## config.mk

```make
export PLATFORM = sky130hd
export DESIGN_NAME = quad_load_switch_i2c_ctrl
export DESIGN_NICKNAME = d
export VERILOG_FILES = /design/src/hw/qls_pkg.sv /design/src/hw/i2c_line_engine.sv /design/src/hw/quad_load_switch_i2c_ctrl.sv
export VERILOG_INCLUDE_DIRS = /design/src /design/src/hw
export SDC_FILE = /design/constraint.sdc
export NUM_CORES = 1
export LEC_CHECK = 0
export BUFFER_PORTS_ARGS = -buffer_cell sky130_fd_sc_hd__buf_4
export CAP_MARGIN = 20
export CORE_ASPECT_RATIO = 0.8
export CORE_MARGIN = 4
export CORE_UTILIZATION = 49
export DETAILED_ROUTE_END_ITERATION = 10
export GPL_TIMING_DRIVEN = 0
export HOLD_SLACK_MARGIN = 0.02
export PLACE_DENSITY_LB_ADDON = 0.08
export SKIP_CTS_REPAIR_TIMING = 1
export SYNTH_ARGS = -nofsm -noshare
export SYNTH_HDL_FRONTEND = slang
export SYNTH_SLANG_ARGS = --single-unit
```

## constraint.sdc

```tcl
create_clock -name clock -period 2.6 [get_ports clock]
set_input_delay 0.39 -clock clock [delete_from_list [all_inputs] [get_ports clock]]
set_output_delay 0.39 -clock clock [all_outputs]
set_load 0.01 [all_outputs]
```

## src/hw/qls_params.svh

```systemverilog
// constants for the load switch bus controller: device addresses, register map, field layout, timing
// assumes a 20 MHz system clock and a standard-mode two-wire bus
`ifndef QLS_PARAMS_SVH
`define QLS_PARAMS_SVH

`define QLS_CLK_PERIOD_NS      50
`define QLS_SCL_PERIOD_NS      10000
`define QLS_QUARTER_CYC        ((`QLS_SCL_PERIOD_NS / 4) / `QLS_CLK_PERIOD_NS)

`define QLS_ADDR_BASE          8'hE0
`define QLS_ADDR_BCAST         8'hEE
`define QLS_STRAP_INVALID      3'h7
`define QLS_RW_READ            1'b1
`define QLS_RW_WRITE           1'b0

`define QLS_SUB_AUTOINC_BIT    7
`define QLS_REG_CFG_FIRST      7'h01
`define QLS_REG_CFG_LAST       7'h04
`define QLS_REG_CTRL           7'h05
`define QLS_REG_MODE_FIRST     7'h06
`define QLS_REG_MODE_LAST      7'h11

`define QLS_SLEW_LSB           0
`define QLS_SLEW_MAX_VALID     3'h4
`define QLS_SLEW_RESET         3'h3
`define QLS_DRAIN_LSB          4
`define QLS_DRAIN_RESET        2'h2
`define QLS_DELAY_LSB          6
`define QLS_DELAY_RESET        2'h0
`define QLS_CTRL_RESET         8'h00

`endif

```

## src/hw/qls_pkg.sv

```systemverilog
// types shared by the load switch bus controller and its line engine
// constants live in qls_params.svh
package qls_pkg;

  typedef enum logic [1:0] {
    KIND_WRITE     = 2'h0,
    KIND_READ      = 2'h1,
    KIND_BROADCAST = 2'h2
  } cmd_kind_t;

  typedef struct packed {
    cmd_kind_t   kind;
    logic [2:0]  strap;
    logic [6:0]  reg_addr;
    logic        auto_inc;
    logic [4:0]  count;
  } cmd_t;

  typedef struct packed {
    logic err;
    logic nack;
  } rsp_t;

  typedef enum logic [1:0] {
    OP_START = 2'h0,
    OP_BIT   = 2'h1,
    OP_STOP  = 2'h2
  } bus_op_t;

  typedef enum logic [2:0] {
    ST_IDLE  = 3'h0,
    ST_START = 3'h1,
    ST_TX    = 3'h3,
    ST_WAITD = 3'h2,
    ST_RX    = 3'h6,
    ST_STOP  = 3'h7
  } ctrl_state_t;

  typedef enum logic [2:0] {
    ROLE_DEVW  = 3'h0,
    ROLE_SUB   = 3'h1,
    ROLE_WDATA = 3'h2,
    ROLE_DEVR  = 3'h3,
    ROLE_RDATA = 3'h4,
    ROLE_MODE  = 3'h5
  } byte_role_t;

endpackage

```

## src/hw/i2c_line_engine.sv

```systemverilog
// line engine: one start, stop or single bit on open-drain clock and data lines
// assumes pull-ups on both lines; the far end may stretch the clock low
`timescale 1ns/1ps
`include "qls_params.svh"

module i2c_line_engine
  import qls_pkg::*;
#(
  parameter int QUARTER = `QLS_QUARTER_CYC
) (
  input  wire logic    clock,
  input  wire logic    rst,
  input  wire logic    op_valid,
  output logic         op_ready,
  input  wire bus_op_t op,
  input  wire logic    bit_in,
  output logic         done,
  output logic         bit_out,
  input  wire logic    scl_in,
  output logic         scl_out,
  output logic         scl_oe_n,
  input  wire logic    sda_in,
  output logic         sda_out,
  output logic         sda_oe_n
);

  logic        busy_reg,   busy_next;
  logic [1:0]  phase_reg,  phase_next;
  logic [15:0] div_reg,    div_next;
  bus_op_t     op_reg,     op_next;
  logic        bit_reg,    bit_next;
  logic        pull_scl_reg, pull_scl_next;
  logic        pull_sda_reg, pull_sda_next;
  logic        sample_reg, sample_next;
  logic        done_reg,   done_next;
  logic        scl_m, scl_s, sda_m, sda_s;
  logic        tick;

  // quarter-bit tick; held while the clock line is released but still low
  assign tick     = busy_reg && (div_reg == 16'(QUARTER - 1)) && !(!pull_scl_reg && !scl_s);
  assign op_ready = !busy_reg;
  assign done     = done_reg;
  assign bit_out  = sample_reg;
  assign scl_out  = 1'b0;
  assign sda_out  = 1'b0;
  assign scl_oe_n = !pull_scl_reg;
  assign sda_oe_n = !pull_sda_reg;

  always_comb begin
    busy_next     = busy_reg;
    phase_next    = phase_reg;
    div_next      = div_reg;
    op_next       = op_reg;
    bit_next      = bit_reg;
    pull_scl_next = pull_scl_reg;
    pull_sda_next = pull_sda_reg;
    sample_next   = sample_reg;
    done_next     = 1'b0;
    if (!busy_reg) begin
      if (op_valid) begin
        busy_next  = 1'b1;
        phase_next = 2'h0;
        div_next   = 16'h0000;
        op_next    = op;
        bit_next   = bit_in;
        unique case (op)
          OP_START: pull_sda_next = 1'b0;
          OP_BIT:   pull_sda_next = !bit_in;
          default:  pull_sda_next = 1'b1;
        endcase
      end
    end else if (tick) begin
      div_next = 16'h0000;
      if (phase_reg == 2'h3) begin
        busy_next = 1'b0;
        done_next = 1'b1;
      end else begin
        phase_next = phase_reg + 2'h1;
        unique case (phase_reg)
          2'h0: pull_scl_next = 1'b0;
          2'h1: begin
            if (op_reg == OP_START) begin
              pull_sda_next = 1'b1;
            end else if (op_reg == OP_STOP) begin
              pull_sda_next = 1'b0;
            end else begin
              sample_next = sda_s;
            end
          end
          default: begin
            if (op_reg != OP_STOP) begin
              pull_scl_next = 1'b1;
            end
          end
        endcase
      end
    end else begin
      div_next = (div_reg == 16'(QUARTER - 1)) ? div_reg : div_reg + 16'h0001;
    end
  end

  always_ff @(posedge clock or posedge rst) begin
    if (rst) begin
      busy_reg     <= 1'b0;
      phase_reg    <= 2'h0;
      div_reg      <= 16'h0000;
      op_reg       <= OP_START;
      bit_reg      <= 1'b1;
      pull_scl_reg <= 1'b0;
      pull_sda_reg <= 1'b0;
      sample_reg   <= 1'b1;
      done_reg     <= 1'b0;
      scl_m        <= 1'b1;
      scl_s        <= 1'b1;
      sda_m        <= 1'b1;
      sda_s        <= 1'b1;
    end else begin
      busy_reg     <= busy_next;
      phase_reg    <= phase_next;
      div_reg      <= div_next;
      op_reg       <= op_next;
      bit_reg      <= bit_next;
      pull_scl_reg <= pull_scl_next;
      pull_sda_reg <= pull_sda_next;
      sample_reg   <= sample_next;
      done_reg     <= done_next;
      scl_m        <= scl_in;
      scl_s        <= scl_m;
      sda_m        <= sda_in;
      sda_s        <= sda_m;
    end
  end

endmodule

```

## src/hw/quad_load_switch_i2c_ctrl.sv

```systemverilog
// bus controller that programs a four-channel load switch over its two-wire port
// assumes one user issuing whole commands; the line engine owns the pins
`timescale 1ns/1ps
`include "qls_params.svh"

// Behaviour
// slew codes 000..100 are the valid ones
// never send slew codes 101, 110, 111
// drain field: 2 bits, reset 10
// mode registers hold per-channel on/off states
// broadcast address EEh reaches all devices
// broadcast copies mode bits 3:0 into control
// broadcast: start, EEh, mode address, stop
// other commands send sub-address with auto-increment
// every data transfer is a full byte
// auto-increment advances pointer after each byte
// direction bit: 0 write, 1 read
// start and stop framing every command
// receiver acknowledges each byte; the controller answers the last read byte with a not-acknowledge
// single write is 29 clock cycles
// burst write is 20 plus 9 per byte
// writes end with stop, one block each
// read preceded by sub-address write, repeated start
// single read is 39 clock cycles
// burst read is 30 plus 9 per byte
// reads end with stop, one block each
// on-delay field: 2 bits, reset 00
// straps pick E0h..ECh; EEh invalid as unique
// control register 05h: mode bits, enables
// modes 06h..11h, configurations 01h..04h
// device acknowledges both broadcast bytes, copies at stop
module quad_load_switch_i2c_ctrl
  import qls_pkg::*;
#(
  parameter int QUARTER = `QLS_QUARTER_CYC
) (
  input  wire logic       clock,
  input  wire logic       rst,
  input  wire logic       cmd_valid,
  output logic            cmd_ready,
  input  wire cmd_t       cmd,
  input  wire logic       wdata_valid,
  output logic            wdata_ready,
  input  wire logic [7:0] wdata,
  output logic            rdata_valid,
  output logic [7:0]      rdata,
  output logic            done,
  output rsp_t            rsp,
  output logic            busy,
  input  wire logic       scl_in,
  output logic            scl_out,
  output logic            scl_oe_n,
  input  wire logic       sda_in,
  output logic            sda_out,
  output logic            sda_oe_n
);

  ctrl_state_t state_reg,  state_next;
  byte_role_t  role_reg,   role_next;
  cmd_t        cmd_reg,    cmd_next;
  logic [7:0]  shift_reg,  shift_next;
  logic [3:0]  bcnt_reg,   bcnt_next;
  logic [4:0]  remain_reg, remain_next;
  logic [6:0]  ptr_reg,    ptr_next;
  rsp_t        rsp_reg,    rsp_next;
  logic [7:0]  rdata_reg,  rdata_next;
  logic        rvalid_reg, rvalid_next;
  logic        done_reg,   done_next;
  logic        op_valid, op_ready, eng_done, eng_bit, bit_in;
  bus_op_t     op;

  function automatic logic [7:0] dev_byte(input logic [2:0] strap, input logic rw);
    dev_byte = `QLS_ADDR_BASE | {4'h0, strap, 1'b0} | {7'h00, rw};
  endfunction

  function automatic logic cmd_ok(input cmd_t c);
    logic ok;
    ok = (c.count != 5'h00);
    if (c.kind == KIND_BROADCAST) begin
      ok = (c.reg_addr >= `QLS_REG_MODE_FIRST) && (c.reg_addr <= `QLS_REG_MODE_LAST);
    end else if (c.kind != KIND_WRITE && c.kind != KIND_READ) begin
      ok = 1'b0;
    end else if (c.strap == `QLS_STRAP_INVALID) begin
      ok = 1'b0;
    end
    cmd_ok = ok;
  endfunction

  function automatic logic slew_bad(input logic [6:0] ptr, input logic [7:0] b);
    slew_bad = (ptr >= `QLS_REG_CFG_FIRST) && (ptr <= `QLS_REG_CFG_LAST)
               && (b[`QLS_SLEW_LSB +: 3] > `QLS_SLEW_MAX_VALID);
  endfunction

  i2c_line_engine #(
    .QUARTER (QUARTER)
  ) u_line (
    .clock    (clock),
    .rst      (rst),
    .op_valid (op_valid),
    .op_ready (op_ready),
    .op       (op),
    .bit_in   (bit_in),
    .done     (eng_done),
    .bit_out  (eng_bit),
    .scl_in   (scl_in),
    .scl_out  (scl_out),
    .scl_oe_n (scl_oe_n),
    .sda_in   (sda_in),
    .sda_out  (sda_out),
    .sda_oe_n (sda_oe_n)
  );

  assign cmd_ready   = (state_reg == ST_IDLE);
  assign wdata_ready = (state_reg == ST_WAITD);
  assign busy        = (state_reg != ST_IDLE);
  assign rdata_valid = rvalid_reg;
  assign rdata       = rdata_reg;
  assign done        = done_reg;
  assign rsp         = rsp_reg;

  // one line operation per bus state; a byte is 8 data bit slots plus an acknowledge slot
  always_comb begin
    op_valid = 1'b0;
    op       = OP_BIT;
    bit_in   = 1'b1;
    unique case (state_reg)
      ST_START: begin
        op_valid = 1'b1;
        op       = OP_START;
      end
      ST_TX: begin
        op_valid = 1'b1;
        bit_in   = (bcnt_reg < 4'h8) ? shift_reg[7] : 1'b1;
      end
      ST_RX: begin
        op_valid = 1'b1;
        // last byte read is answered with a not-acknowledge so the device lets go of the data line
        bit_in   = (bcnt_reg < 4'h8) ? 1'b1 : (remain_reg == 5'h01);
      end
      ST_STOP: begin
        op_valid = 1'b1;
        op       = OP_STOP;
      end
      default: op_valid = 1'b0;
    endcase
    // the engine is idle again while its done pulse shows; a request then would repeat the old bit
    if (eng_done) begin
      op_valid = 1'b0;
    end
  end

  always_comb begin
    state_next  = state_reg;
    role_next   = role_reg;
    cmd_next    = cmd_reg;
    shift_next  = shift_reg;
    bcnt_next   = bcnt_reg;
    remain_next = remain_reg;
    ptr_next    = ptr_reg;
    rsp_next    = rsp_reg;
    rdata_next  = rdata_reg;
    rvalid_next = 1'b0;
    done_next   = 1'b0;
    unique case (state_reg)
      ST_IDLE: begin
        if (cmd_valid) begin
          if (cmd_ok(cmd)) begin
            cmd_next    = cmd;
            remain_next = cmd.count;
            ptr_next    = cmd.reg_addr;
            role_next   = ROLE_DEVW;
            rsp_next    = '0;
            state_next  = ST_START;
          end else begin
            rsp_next  = '{err: 1'b1, nack: 1'b0};
            done_next = 1'b1;
          end
        end
      end
      ST_START: begin
        if (eng_done) begin
          bcnt_next  = 4'h0;
          state_next = ST_TX;
          if (role_reg == ROLE_DEVR) begin
            shift_next = dev_byte(cmd_reg.strap, `QLS_RW_READ);
          end else if (cmd_reg.kind == KIND_BROADCAST) begin
            shift_next = `QLS_ADDR_BCAST;
          end else begin
            shift_next = dev_byte(cmd_reg.strap, `QLS_RW_WRITE);
          end
        end
      end
      ST_TX: begin
        if (eng_done) begin
          if (bcnt_reg < 4'h8) begin
            shift_next = {shift_reg[6:0], 1'b0};
            bcnt_next  = bcnt_reg + 4'h1;
          end else if (eng_bit) begin
            rsp_next   = '{err: 1'b1, nack: 1'b1};
            state_next = ST_STOP;
          end else begin
            bcnt_next = 4'h0;
            unique case (role_reg)
              ROLE_DEVW: begin
                if (cmd_reg.kind == KIND_BROADCAST) begin
                  role_next  = ROLE_MODE;
                  shift_next = {1'b0, cmd_reg.reg_addr};
                end else begin
                  role_next  = ROLE_SUB;
                  shift_next = {cmd_reg.auto_inc, cmd_reg.reg_addr};
                end
              end
              ROLE_SUB: begin
                if (cmd_reg.kind == KIND_READ) begin
                  role_next  = ROLE_DEVR;
                  state_next = ST_START;
                end else begin
                  role_next  = ROLE_WDATA;
                  state_next = ST_WAITD;
                end
              end
              ROLE_WDATA: begin
                remain_next = remain_reg - 5'h01;
                ptr_next    = cmd_reg.auto_inc ? ptr_reg + 7'h01 : ptr_reg;
                state_next  = (remain_reg == 5'h01) ? ST_STOP : ST_WAITD;
              end
              ROLE_DEVR: begin
                role_next  = ROLE_RDATA;
                state_next = ST_RX;
              end
              default: state_next = ST_STOP;
            endcase
          end
        end
      end
      ST_WAITD: begin
        if (wdata_valid) begin
          if (slew_bad(ptr_reg, wdata)) begin
            rsp_next   = '{err: 1'b1, nack: 1'b0};
            state_next = ST_STOP;
          end else begin
            shift_next = wdata;
            bcnt_next  = 4'h0;
            state_next = ST_TX;
          end
        end
      end
      ST_RX: begin
        if (eng_done) begin
          if (bcnt_reg < 4'h8) begin
            shift_next = {shift_reg[6:0], eng_bit};
            bcnt_next  = bcnt_reg + 4'h1;
          end else begin
            rdata_next  = shift_reg;
            rvalid_next = 1'b1;
            bcnt_next   = 4'h0;
            remain_next = remain_reg - 5'h01;
            ptr_next    = cmd_reg.auto_inc ? ptr_reg + 7'h01 : ptr_reg;
            state_next  = (remain_reg == 5'h01) ? ST_STOP : ST_RX;
          end
        end
      end
      ST_STOP: begin
        if (eng_done) begin
          done_next  = 1'b1;
          state_next = ST_IDLE;
        end
      end
      default: state_next = ST_IDLE;
    endcase
  end

  always_ff @(posedge clock or posedge rst) begin
    if (rst) begin
      state_reg  <= ST_IDLE;
      role_reg   <= ROLE_DEVW;
      cmd_reg    <= '0;
      shift_reg  <= 8'h00;
      bcnt_reg   <= 4'h0;
      remain_reg <= 5'h00;
      ptr_reg    <= 7'h00;
      rsp_reg    <= '0;
      rdata_reg  <= 8'h00;
      rvalid_reg <= 1'b0;
      done_reg   <= 1'b0;
    end else begin
      state_reg  <= state_next;
      role_reg   <= role_next;
      cmd_reg    <= cmd_next;
      shift_reg  <= shift_next;
      bcnt_reg   <= bcnt_next;
      remain_reg <= remain_next;
      ptr_reg    <= ptr_next;
      rsp_reg    <= rsp_next;
      rdata_reg  <= rdata_next;
      rvalid_reg <= rvalid_next;
      done_reg   <= done_next;
    end
  end

endmodule

```

==> impl_metrics.toml, run 1 <==
[detailed_routing]
vias = 4297
avgRoutedWirePerCell_microns = 18.1
drtIter0Drc = 267
viasPerCell = 6.03
drt_wl_total_mm = 12.9
drc = 0
first_pass_iters = 5
ant_nets = 0

[logic_synthesis]
synth_edf_count = 0
netlist_top_cells_count = "79 x dfrtp_1, 47 x nand2_1, 36 x a21oi_1"
yosys_warnings = 0
synthCells = 511
yosysSeqAreaShare_pct = 43.1
netlist.area_leader.share_pct = 40.5
yosysMostFrequentCell = "dfrtp_1"
synth_area_leaders = "dfrtp_1 40%, mux2_2 6.2%, a21oi_1 3.7%"
synth-seq-cells = 84
avgSynthCellArea_sq_um = 9.56
synth-main-ff-cell = "dfrtp_1"
ys_async_sr_fraction_pct = 100
yosysTopAreaCell = "dfrtp_1"
syn_area_sq_um = 4890
synthDistinctLibCells = 79

[power_and_ir_drop]
fin_total_pwr_mw = 5.99
power.leakage_nw = 2.57
powerDensity_nw_per_um2 = 1040
ir_drop_uv = 513

[setup_path]
worstSetupEndpointType = "register"
reg2regPathDepth = 7
path_max_fanout = 8
r2r_slack_ns = 0.14
worstSetupPathType = "reg2reg"
critPathLaunchType = "register"
r2r_start = "ptr_reg[0]"
arrival_ns = 2.69
required_ns = 2.82
rr_endpoint = "shift_reg[6]"

[clock_network]
numCtsBuffers = 9
cts.sinks = 84
cts-root-buf = "clkbuf_16"
htreeDepth = 3
clkLatencyLatePin_ns = 0.35
cts_tree = "done"
clk_pin_slew_ns = 0.06
cts_max_path_buffers = 2

[layout]
final_cell_area_sq_um = 5770
fin_util_pct = 59.5
drive_gt1_share_pct = 21.0
largest_reg_flops = 16
final_cells = 713
layout-area-overhead-vs-synth_pct = 18.0
fin_nets = 616
antenna_cells = 0

[sta]
final-max-slew-violation-count = 0
finalWorstSetupSlack_ns = 0.136
min_period_over_period_pct = 94.8
fin_setup_tns_ns = 0
finalCriticalPeriod_ns = 2.46
slew_headroom_pct = 56.6
timing.fmax_ghz = 0.406
tightest_slew_ns = 0.641
setup_viol = 0
hold_violations = 0
fin_worst_skew_ns = 0.00999
rsz0062_at_grt = "no"
hold-worst-slack_ns = 0.157

[job]
drv_cap = 0

[worst_hold_path]
hold_class = "in2reg"
hp-start = "scl_in"
hold_end = "u_line.scl_m"
min_path_cells = 1

[floorplanning]
die_h_microns = 97.3
io_pins = 51
fp.dieArea_sq_um = 11600
rows = 32
start_util_pct = 50.4
core_area_sq_um = 9690
die_w_microns = 120

[place]
post-place-ws_ns = -0.179
dp_hpwl_mm = 9.30
gp_congestion = 0.869
io_buffers = 48
place_area_sq_um = 5450
dp_cells = 697

[global_routing]
grtUsageTotal_pct = 22.3
grt_max_degree = 72
grt_pass1_vias = 4128
grt_pass1_wl_mm = 21.0
antenna_found_initial = 0
grt_overflow = 0

[run_status]
outcome = "complete, no violations"
[layout by cell type (no fill, tap or decap), types with 6 or more instances in the layout]
master | netlist | layout
clkbuf_16 | 0 | 9
nand3_1 | 15 | 15
a21oi_1 | 36 | 36
inv_1 | 25 | 24
nand4_1 | 8 | 8
dfrtp_1 | 79 | 79
nand2b_1 | 11 | 11
o22ai_1 | 6 | 6
mux2_2 | 27 | 27
a21o_1 | 8 | 8
buf_4 | 3 | 51
o21ai_0 | 26 | 26
nor3_1 | 6 | 6
and3_1 | 11 | 11
mux2i_1 | 10 | 10
o21ai_1 | 10 | 9
nand2_1 | 47 | 47
clkbuf_1 | 19 | 19
o211ai_1 | 9 | 9
ha_1 | 11 | 11
nor2_1 | 24 | 24
[worst max-delay path, stage by stage (launching register included)]
cell	delay, ns
dfrtp_1	0.44
ha_1	0.22
nor4_1	0.21
nor4b_1	0.15
and3_1	0.20
clkbuf_1	0.19
a311oi_4	0.52
mux2_2	0.40
[area by class of cell]
cell class | count | area, sq um
plain buffers | 29 | 133
clock buffers | 9 | 225
clock inverters | 6 | 66.3
fillers | 851 | 3920
inverters | 26 | 100
multi-input cells | 373 | 2570
flip-flops and latches | 84 | 2110
well taps | 136 | 170
repair buffers | 50 | 398
[how the worst max path moves through the flow]
stage | start | to | slack [ns] | depth (start not counted)
after global routing | ptr_reg[1] | shift_reg[7] | 0.03 | 8
after global placement | rst | remain_reg[0] | -1.05 | 2
after detailed placement | cmd[11] | ptr_reg[4] | -0.18 | 6
after floorplan | rst | bcnt_reg[0] | 0.05 | 1
final | ptr_reg[0] | shift_reg[6] | 0.14 | 7
after CTS | ptr_reg[0] | shift_reg[6] | -0.02 | 8
[report_power, final]
part,internal [mW],switching (mW),total (mW)
registers,1.71,0.374,2.09
logic,1.09,1.56,2.64
clock network,0.738,0.525,1.26
[layer usage]
metal | track usage, % | up-vias | share of wire [%]
li1 | - | 2000 | -
met3 | 5.36 | 16 | 6.0
met4 | 5.99 | 0 | 1.5
met1 | 32.8 | 2142 | 48
met2 | 33.1 | 139 | 44
met5 | 0 | - | 0
[logic make-up (layout without fill, tap and decap cells)]
logic type | Yosys count | after routing | synth area share [%]
simple gates | 165 | 165 | 18.5
xor+xnor | 5 | 5 | 0.896
mux | 40 | 40 | 8.96
other cells | 1 | 2 | 0.0767
buf+inv | 55 | 120 | 4.71
fa+ha+maj | 11 | 11 | 2.82
compound gates | 150 | 150 | 20.9
flops | 84 | 84 | 43.1
(Power assumes the default switching activity.)
==> run 2, diff against run 1 <==
CELL_PAD_IN_SITES_DETAIL_PLACEMENT = 2   (was default)
CELL_PAD_IN_SITES_GLOBAL_PLACEMENT = 2   (was default)
CORE_UTILIZATION = 34   (was 49)
==> impl_metrics.toml, run 2 (synthesized netlist as in run 1, its figures left out) <==
[run_status]
outcome = "complete, no violations"

[global_routing]
grtUsageTotal_pct = 20.8
grt_overflow = 0
antenna_found_initial = 0
grt_pass1_vias = 4594
grt_max_degree = 61
grt_pass1_wl_mm = 26.4

[setup_path]
worstSetupEndpointType = "register"
reg2regPathDepth = 8
rr_endpoint = "u_line.bit_out"
critPathLaunchType = "register"
r2r_slack_ns = 0.10
path_max_fanout = 5
r2r_start = "u_line.div_reg[1]"
worstSetupPathType = "reg2reg"
required_ns = 2.87
arrival_ns = 2.77

[detailed_routing]
first_pass_iters = 4
drtIter0Drc = 185
drc = 0
ant_nets = 0
drt_wl_total_mm = 16.5
vias = 4364
viasPerCell = 5.75
avgRoutedWirePerCell_microns = 21.7

[clock_network]
cts.sinks = 84
clk_pin_slew_ns = 0.07
cts-root-buf = "clkbuf_16"
cts_max_path_buffers = 2
cts_tree = "done"
clkLatencyLatePin_ns = 0.35
htreeDepth = 3
numCtsBuffers = 9

[floorplanning]
fp.dieArea_sq_um = 16400
io_pins = 51
core_area_sq_um = 13800
rows = 38
start_util_pct = 35.3
die_h_microns = 115
die_w_microns = 142

[layout]
drive_gt1_share_pct = 22.6
final_cell_area_sq_um = 5900
nFillCells = 1513
antenna_cells = 0
largest_reg_flops = 16
final_common_cell = "dfrtp_1"
fin_nets = 617
final_cells = 759
final_cell_mix = "79 x dfrtp_1, 54 x buf_4, 47 x nand2_1"
layout-area-overhead-vs-synth_pct = 20.6

[worst_hold_path]
hold_class = "in2async"

[power_and_ir_drop]
powerDensity_nw_per_um2 = 1060
power.leakage_nw = 2.60
fin_total_pwr_mw = 6.25
ir_drop_uv = 389

[sta]
hold_violations = 0
slew_headroom_pct = 52.1
fin_worst_skew_ns = 0.00773
finalCriticalPeriod_ns = 2.50
finalWorstSetupSlack_ns = 0.104
tightest_slew_ns = 0.715
setup_viol = 0
final-max-slew-violation-count = 0
fin_setup_tns_ns = 0
min_period_over_period_pct = 96.0
timing.fmax_ghz = 0.401

[place]
io_buffers = 48
dp_cells = 741
gp_congestion = 0.851
post-place-ws_ns = -0.253
dp_hpwl_mm = 12.4
place_area_sq_um = 5510

[job]
drv_cap = 0
## run 2: cell count changes in the layout (fill, tap and decap cells not counted), sizes merged
cell,change
buf,+2
clkinvlp,-2
clkbuf,+1
clkinv,+1
dlygate4sd3,-1
inv,+1
## run 2: cell type report
cell class | count | area (sq um) | share of cell area, %
Multi-Input combinational cell | 373 | 2600 | 44.1
Sequential cell | 84 | 2110 | 35.8
Timing Repair Buffer | 52 | 423 | 7.17
Clock buffer | 10 | 229 | 3.88
Tap cell | 180 | 225 | 3.82
Buffer | 28 | 135 | 2.29
Inverter | 26 | 100 | 1.70
Clock inverter | 6 | 72.6 | 1.23
## run 2: per-layer routing
metal  track usage (%)  up-vias  share of wire, %
li1                  -     2007                 -
met1              32.1     2236                51
met2              29.7      106                43
met3              4.57       15               4.8
met4              4.60        0               1.2
met5                 0        -                 0
## run 2: critical path, cell delays in order, from the launching register on
cell     delay [ns]
dfrtp_1        0.42
inv_1          0.07
ha_1           0.19
or4b_4         0.51
nor4_4         0.27
buf_4          0.17
nor3b_4        0.25
and3_1         0.20
mux2_1         0.32
## run 2: through the flow
stage,utilization (%),hold slack (ns)
6_report,42.6,0.0347
5_1_grt,42.6,0.0543
4_1_cts,42.0,0.0403
3_5_place_dp,39.8,0.351
3_3_place_gp,39.6,0.349
2_1_floorplan,-,0.345
## run 2: power by group
group | leakage [nW] | internal (mW) | total [mW] | switching (mW)
registers | 1.06 | 1.71 | 2.15 | 0.435
clock network | 0.143 | 0.753 | 1.31 | 0.561
logic | 1.40 | 1.13 | 2.79 | 1.66
## run 2: worst max path at each step
stage                 startpoint        endpoint  slack (ns)  depth (start not counted)
6_report       u_line.div_reg[1]  u_line.bit_out        0.10                          8
5_1_grt        u_line.div_reg[1]  u_line.bit_out      -0.003                          8
4_1_cts               ptr_reg[0]    shift_reg[4]       -0.15                          8
3_5_place_dp             cmd[11]      ptr_reg[4]       -0.25                          6
3_3_place_gp                 rst      ptr_reg[1]       -1.23                          2
2_1_floorplan                rst     bcnt_reg[0]        0.05                          1
==> run 3, diff against run 2 <==
PLACE_DENSITY = 0.76   (was default)
PLACE_DENSITY_LB_ADDON = default   (was 0.08)
REMOVE_ABC_BUFFERS = 1   (was default)
==> impl_metrics.toml, run 3 (synthesized netlist as in run 1, its figures left out) <==
[run_status]
outcome = "complete, no violations"

[place]
gp_congestion = 0.836
dp_hpwl_mm = 11.5
io_buffers = 48
dp_cells = 713
post-place-ws_ns = -0.900

[global_routing]
grt_max_degree = 47
grt_overflow = 0
grtUsageTotal_pct = 20.8
antenna_found_initial = 0
grt_pass1_wl_mm = 26.6
grt_pass1_vias = 4643

[detailed_routing]
vias = 4247
drc = 0
drt_wl_total_mm = 16.5
first_pass_iters = 4
drtIter0Drc = 243
highest_layer = "met4"
drt-met1-wl_mm = 7.86
wl_met2_mm = 7.78
ant_nets = 0
dr_wl_met3_microns = 671
viasPerCell = 5.75
avgRoutedWirePerCell_microns = 22.3

[sta]
finalCriticalPeriod_ns = 2.49
timing.fmax_ghz = 0.402
finalWorstSetupSlack_ns = 0.111
tightest_slew_ns = 0.793
final-max-slew-violation-count = 0
min_period_over_period_pct = 95.7
fin_worst_skew_ns = 0.00700
slew_headroom_pct = 46.9
fin_setup_tns_ns = 0
rsz0062_at_grt = "no"
hold_violations = 0
setup_viol = 0

[floorplanning]
die_h_microns = 115
io_pins = 51
die_w_microns = 142
start_util_pct = 35.3
core_area_sq_um = 13800
fp.dieArea_sq_um = 16400
rows = 38

[layout]
final_cells = 738
drive_gt1_share_pct = 24.6
largest_reg_flops = 16
nFillCells = 1463
layout-area-overhead-vs-synth_pct = 20.5
final_cell_mix = "76 x dfrtp_1, 56 x buf_4, 46 x nand2_1"
antenna_cells = 0
fin_util_pct = 42.6
fin_nets = 596
final_common_cell = "dfrtp_1"

[setup_path]
worstSetupEndpointType = "register"
arrival_ns = 2.73
required_ns = 2.84
worstSetupPathType = "reg2reg"
cp_cell_sequence = "inv_1, ha_1, inv_1, a2111oi_0, dlymetal6s2s_1, and3_1, a311oi_4, buf_12, mux2_2"
cpMostUsedCell = "inv_1"
slowest_stage = "dfrtp_1"
critPathLaunchType = "register"
reg2regPathDepth = 9
path_max_fanout = 8
cpPeakStageDelay_ns = 0.48

[clock_network]
cts_tree = "done"
cts-root-buf = "clkbuf_16"
clkLatencyLatePin_ns = 0.35
clk_pin_slew_ns = 0.07
cts_max_path_buffers = 2
htreeDepth = 3
numCtsBuffers = 9
cts.sinks = 84

[power_and_ir_drop]
power.leakage_nw = 2.60
ir_drop_uv = 438
p_switching_mw = 2.67
powerDensity_nw_per_um2 = 1100
fin_total_pwr_mw = 6.47
pwr-share-seq_pct = 36.2
internal-power_mw = 3.80
clkPwrFrac_pct = 23.3
power.share.combinational_pct = 40.4
p_sw_share_pct = 41.3

[job]
drv_cap = 0

[worst_hold_path]
hold_class = "in2async"
## run 3: cell type report
| type | instances | area (sq um) | area share, % |
|---|---|---|---|
| inverters | 26 | 108 | 1.83 |
| flip-flops and latches | 84 | 2120 | 35.9 |
| repair buffers | 59 | 480 | 8.16 |
| clock inverters | 6 | 113 | 1.91 |
| well taps | 180 | 225 | 3.82 |
| multi-input cells | 373 | 2620 | 44.5 |
| clock buffers | 10 | 229 | 3.89 |
## run 3: worst paths after layout
kind / to / slack, ns / start
worst max-delay path: shift_reg[2] / 0.11 / ptr_reg[0]
min in group clock: u_line.sda_m / 0.15 / sda_in
max in group asynchronous: u_line.sda_m / 1.82 / rst
worst max register to register: shift_reg[2] / 0.11 / ptr_reg[0]
worst min-delay path: u_line.div_reg[1] / 0.09 / rst
worst min register to register: u_line.sda_s / 0.36 / u_line.sda_m
## run 3: per-layer routing
| metal | up-vias | GRT usage, % |
|---|---|---|
| met5 | - | 0 |
| met4 | 0 | 4.48 |
| met3 | 14 | 3.87 |
| met2 | 80 | 32.8 |
| met1 | 2193 | 29.9 |
| li1 | 1960 | - |
## run 3: power groups by stage
stage | combinational [mW] | clock [mW] | sequential [mW]
final | 2.61 | 1.51 | 2.34
after CTS | 2.46 | 1.54 | 2.30
after detailed placement | 2.43 | 0 | 2.32
after global routing | 2.91 | 1.61 | 2.43
after global placement | 2.26 | 0 | 2.27
after floorplan | 1.72 | 0 | 2.10
## run 3: metrics by stage
step | hold slack, ns | cell area (sq um)
2_1_floorplan | 0.345 | 4760
3_3_place_gp | 0.350 | 5340
3_5_place_dp | 0.349 | 5380
4_1_cts | 0.0988 | 5720
5_1_grt | 0.120 | 5890
6_report | 0.0871 | 5890
## run 3: critical path, delay by kind of cell (launching register included)
family | cells | cell delay (ns)
mux | 1 | 0.27
compound gates | 2 | 0.46
buf+inv | 4 | 0.60
flops | 1 | 0.48
fa+ha+maj | 1 | 0.15
simple gates | 1 | 0.41
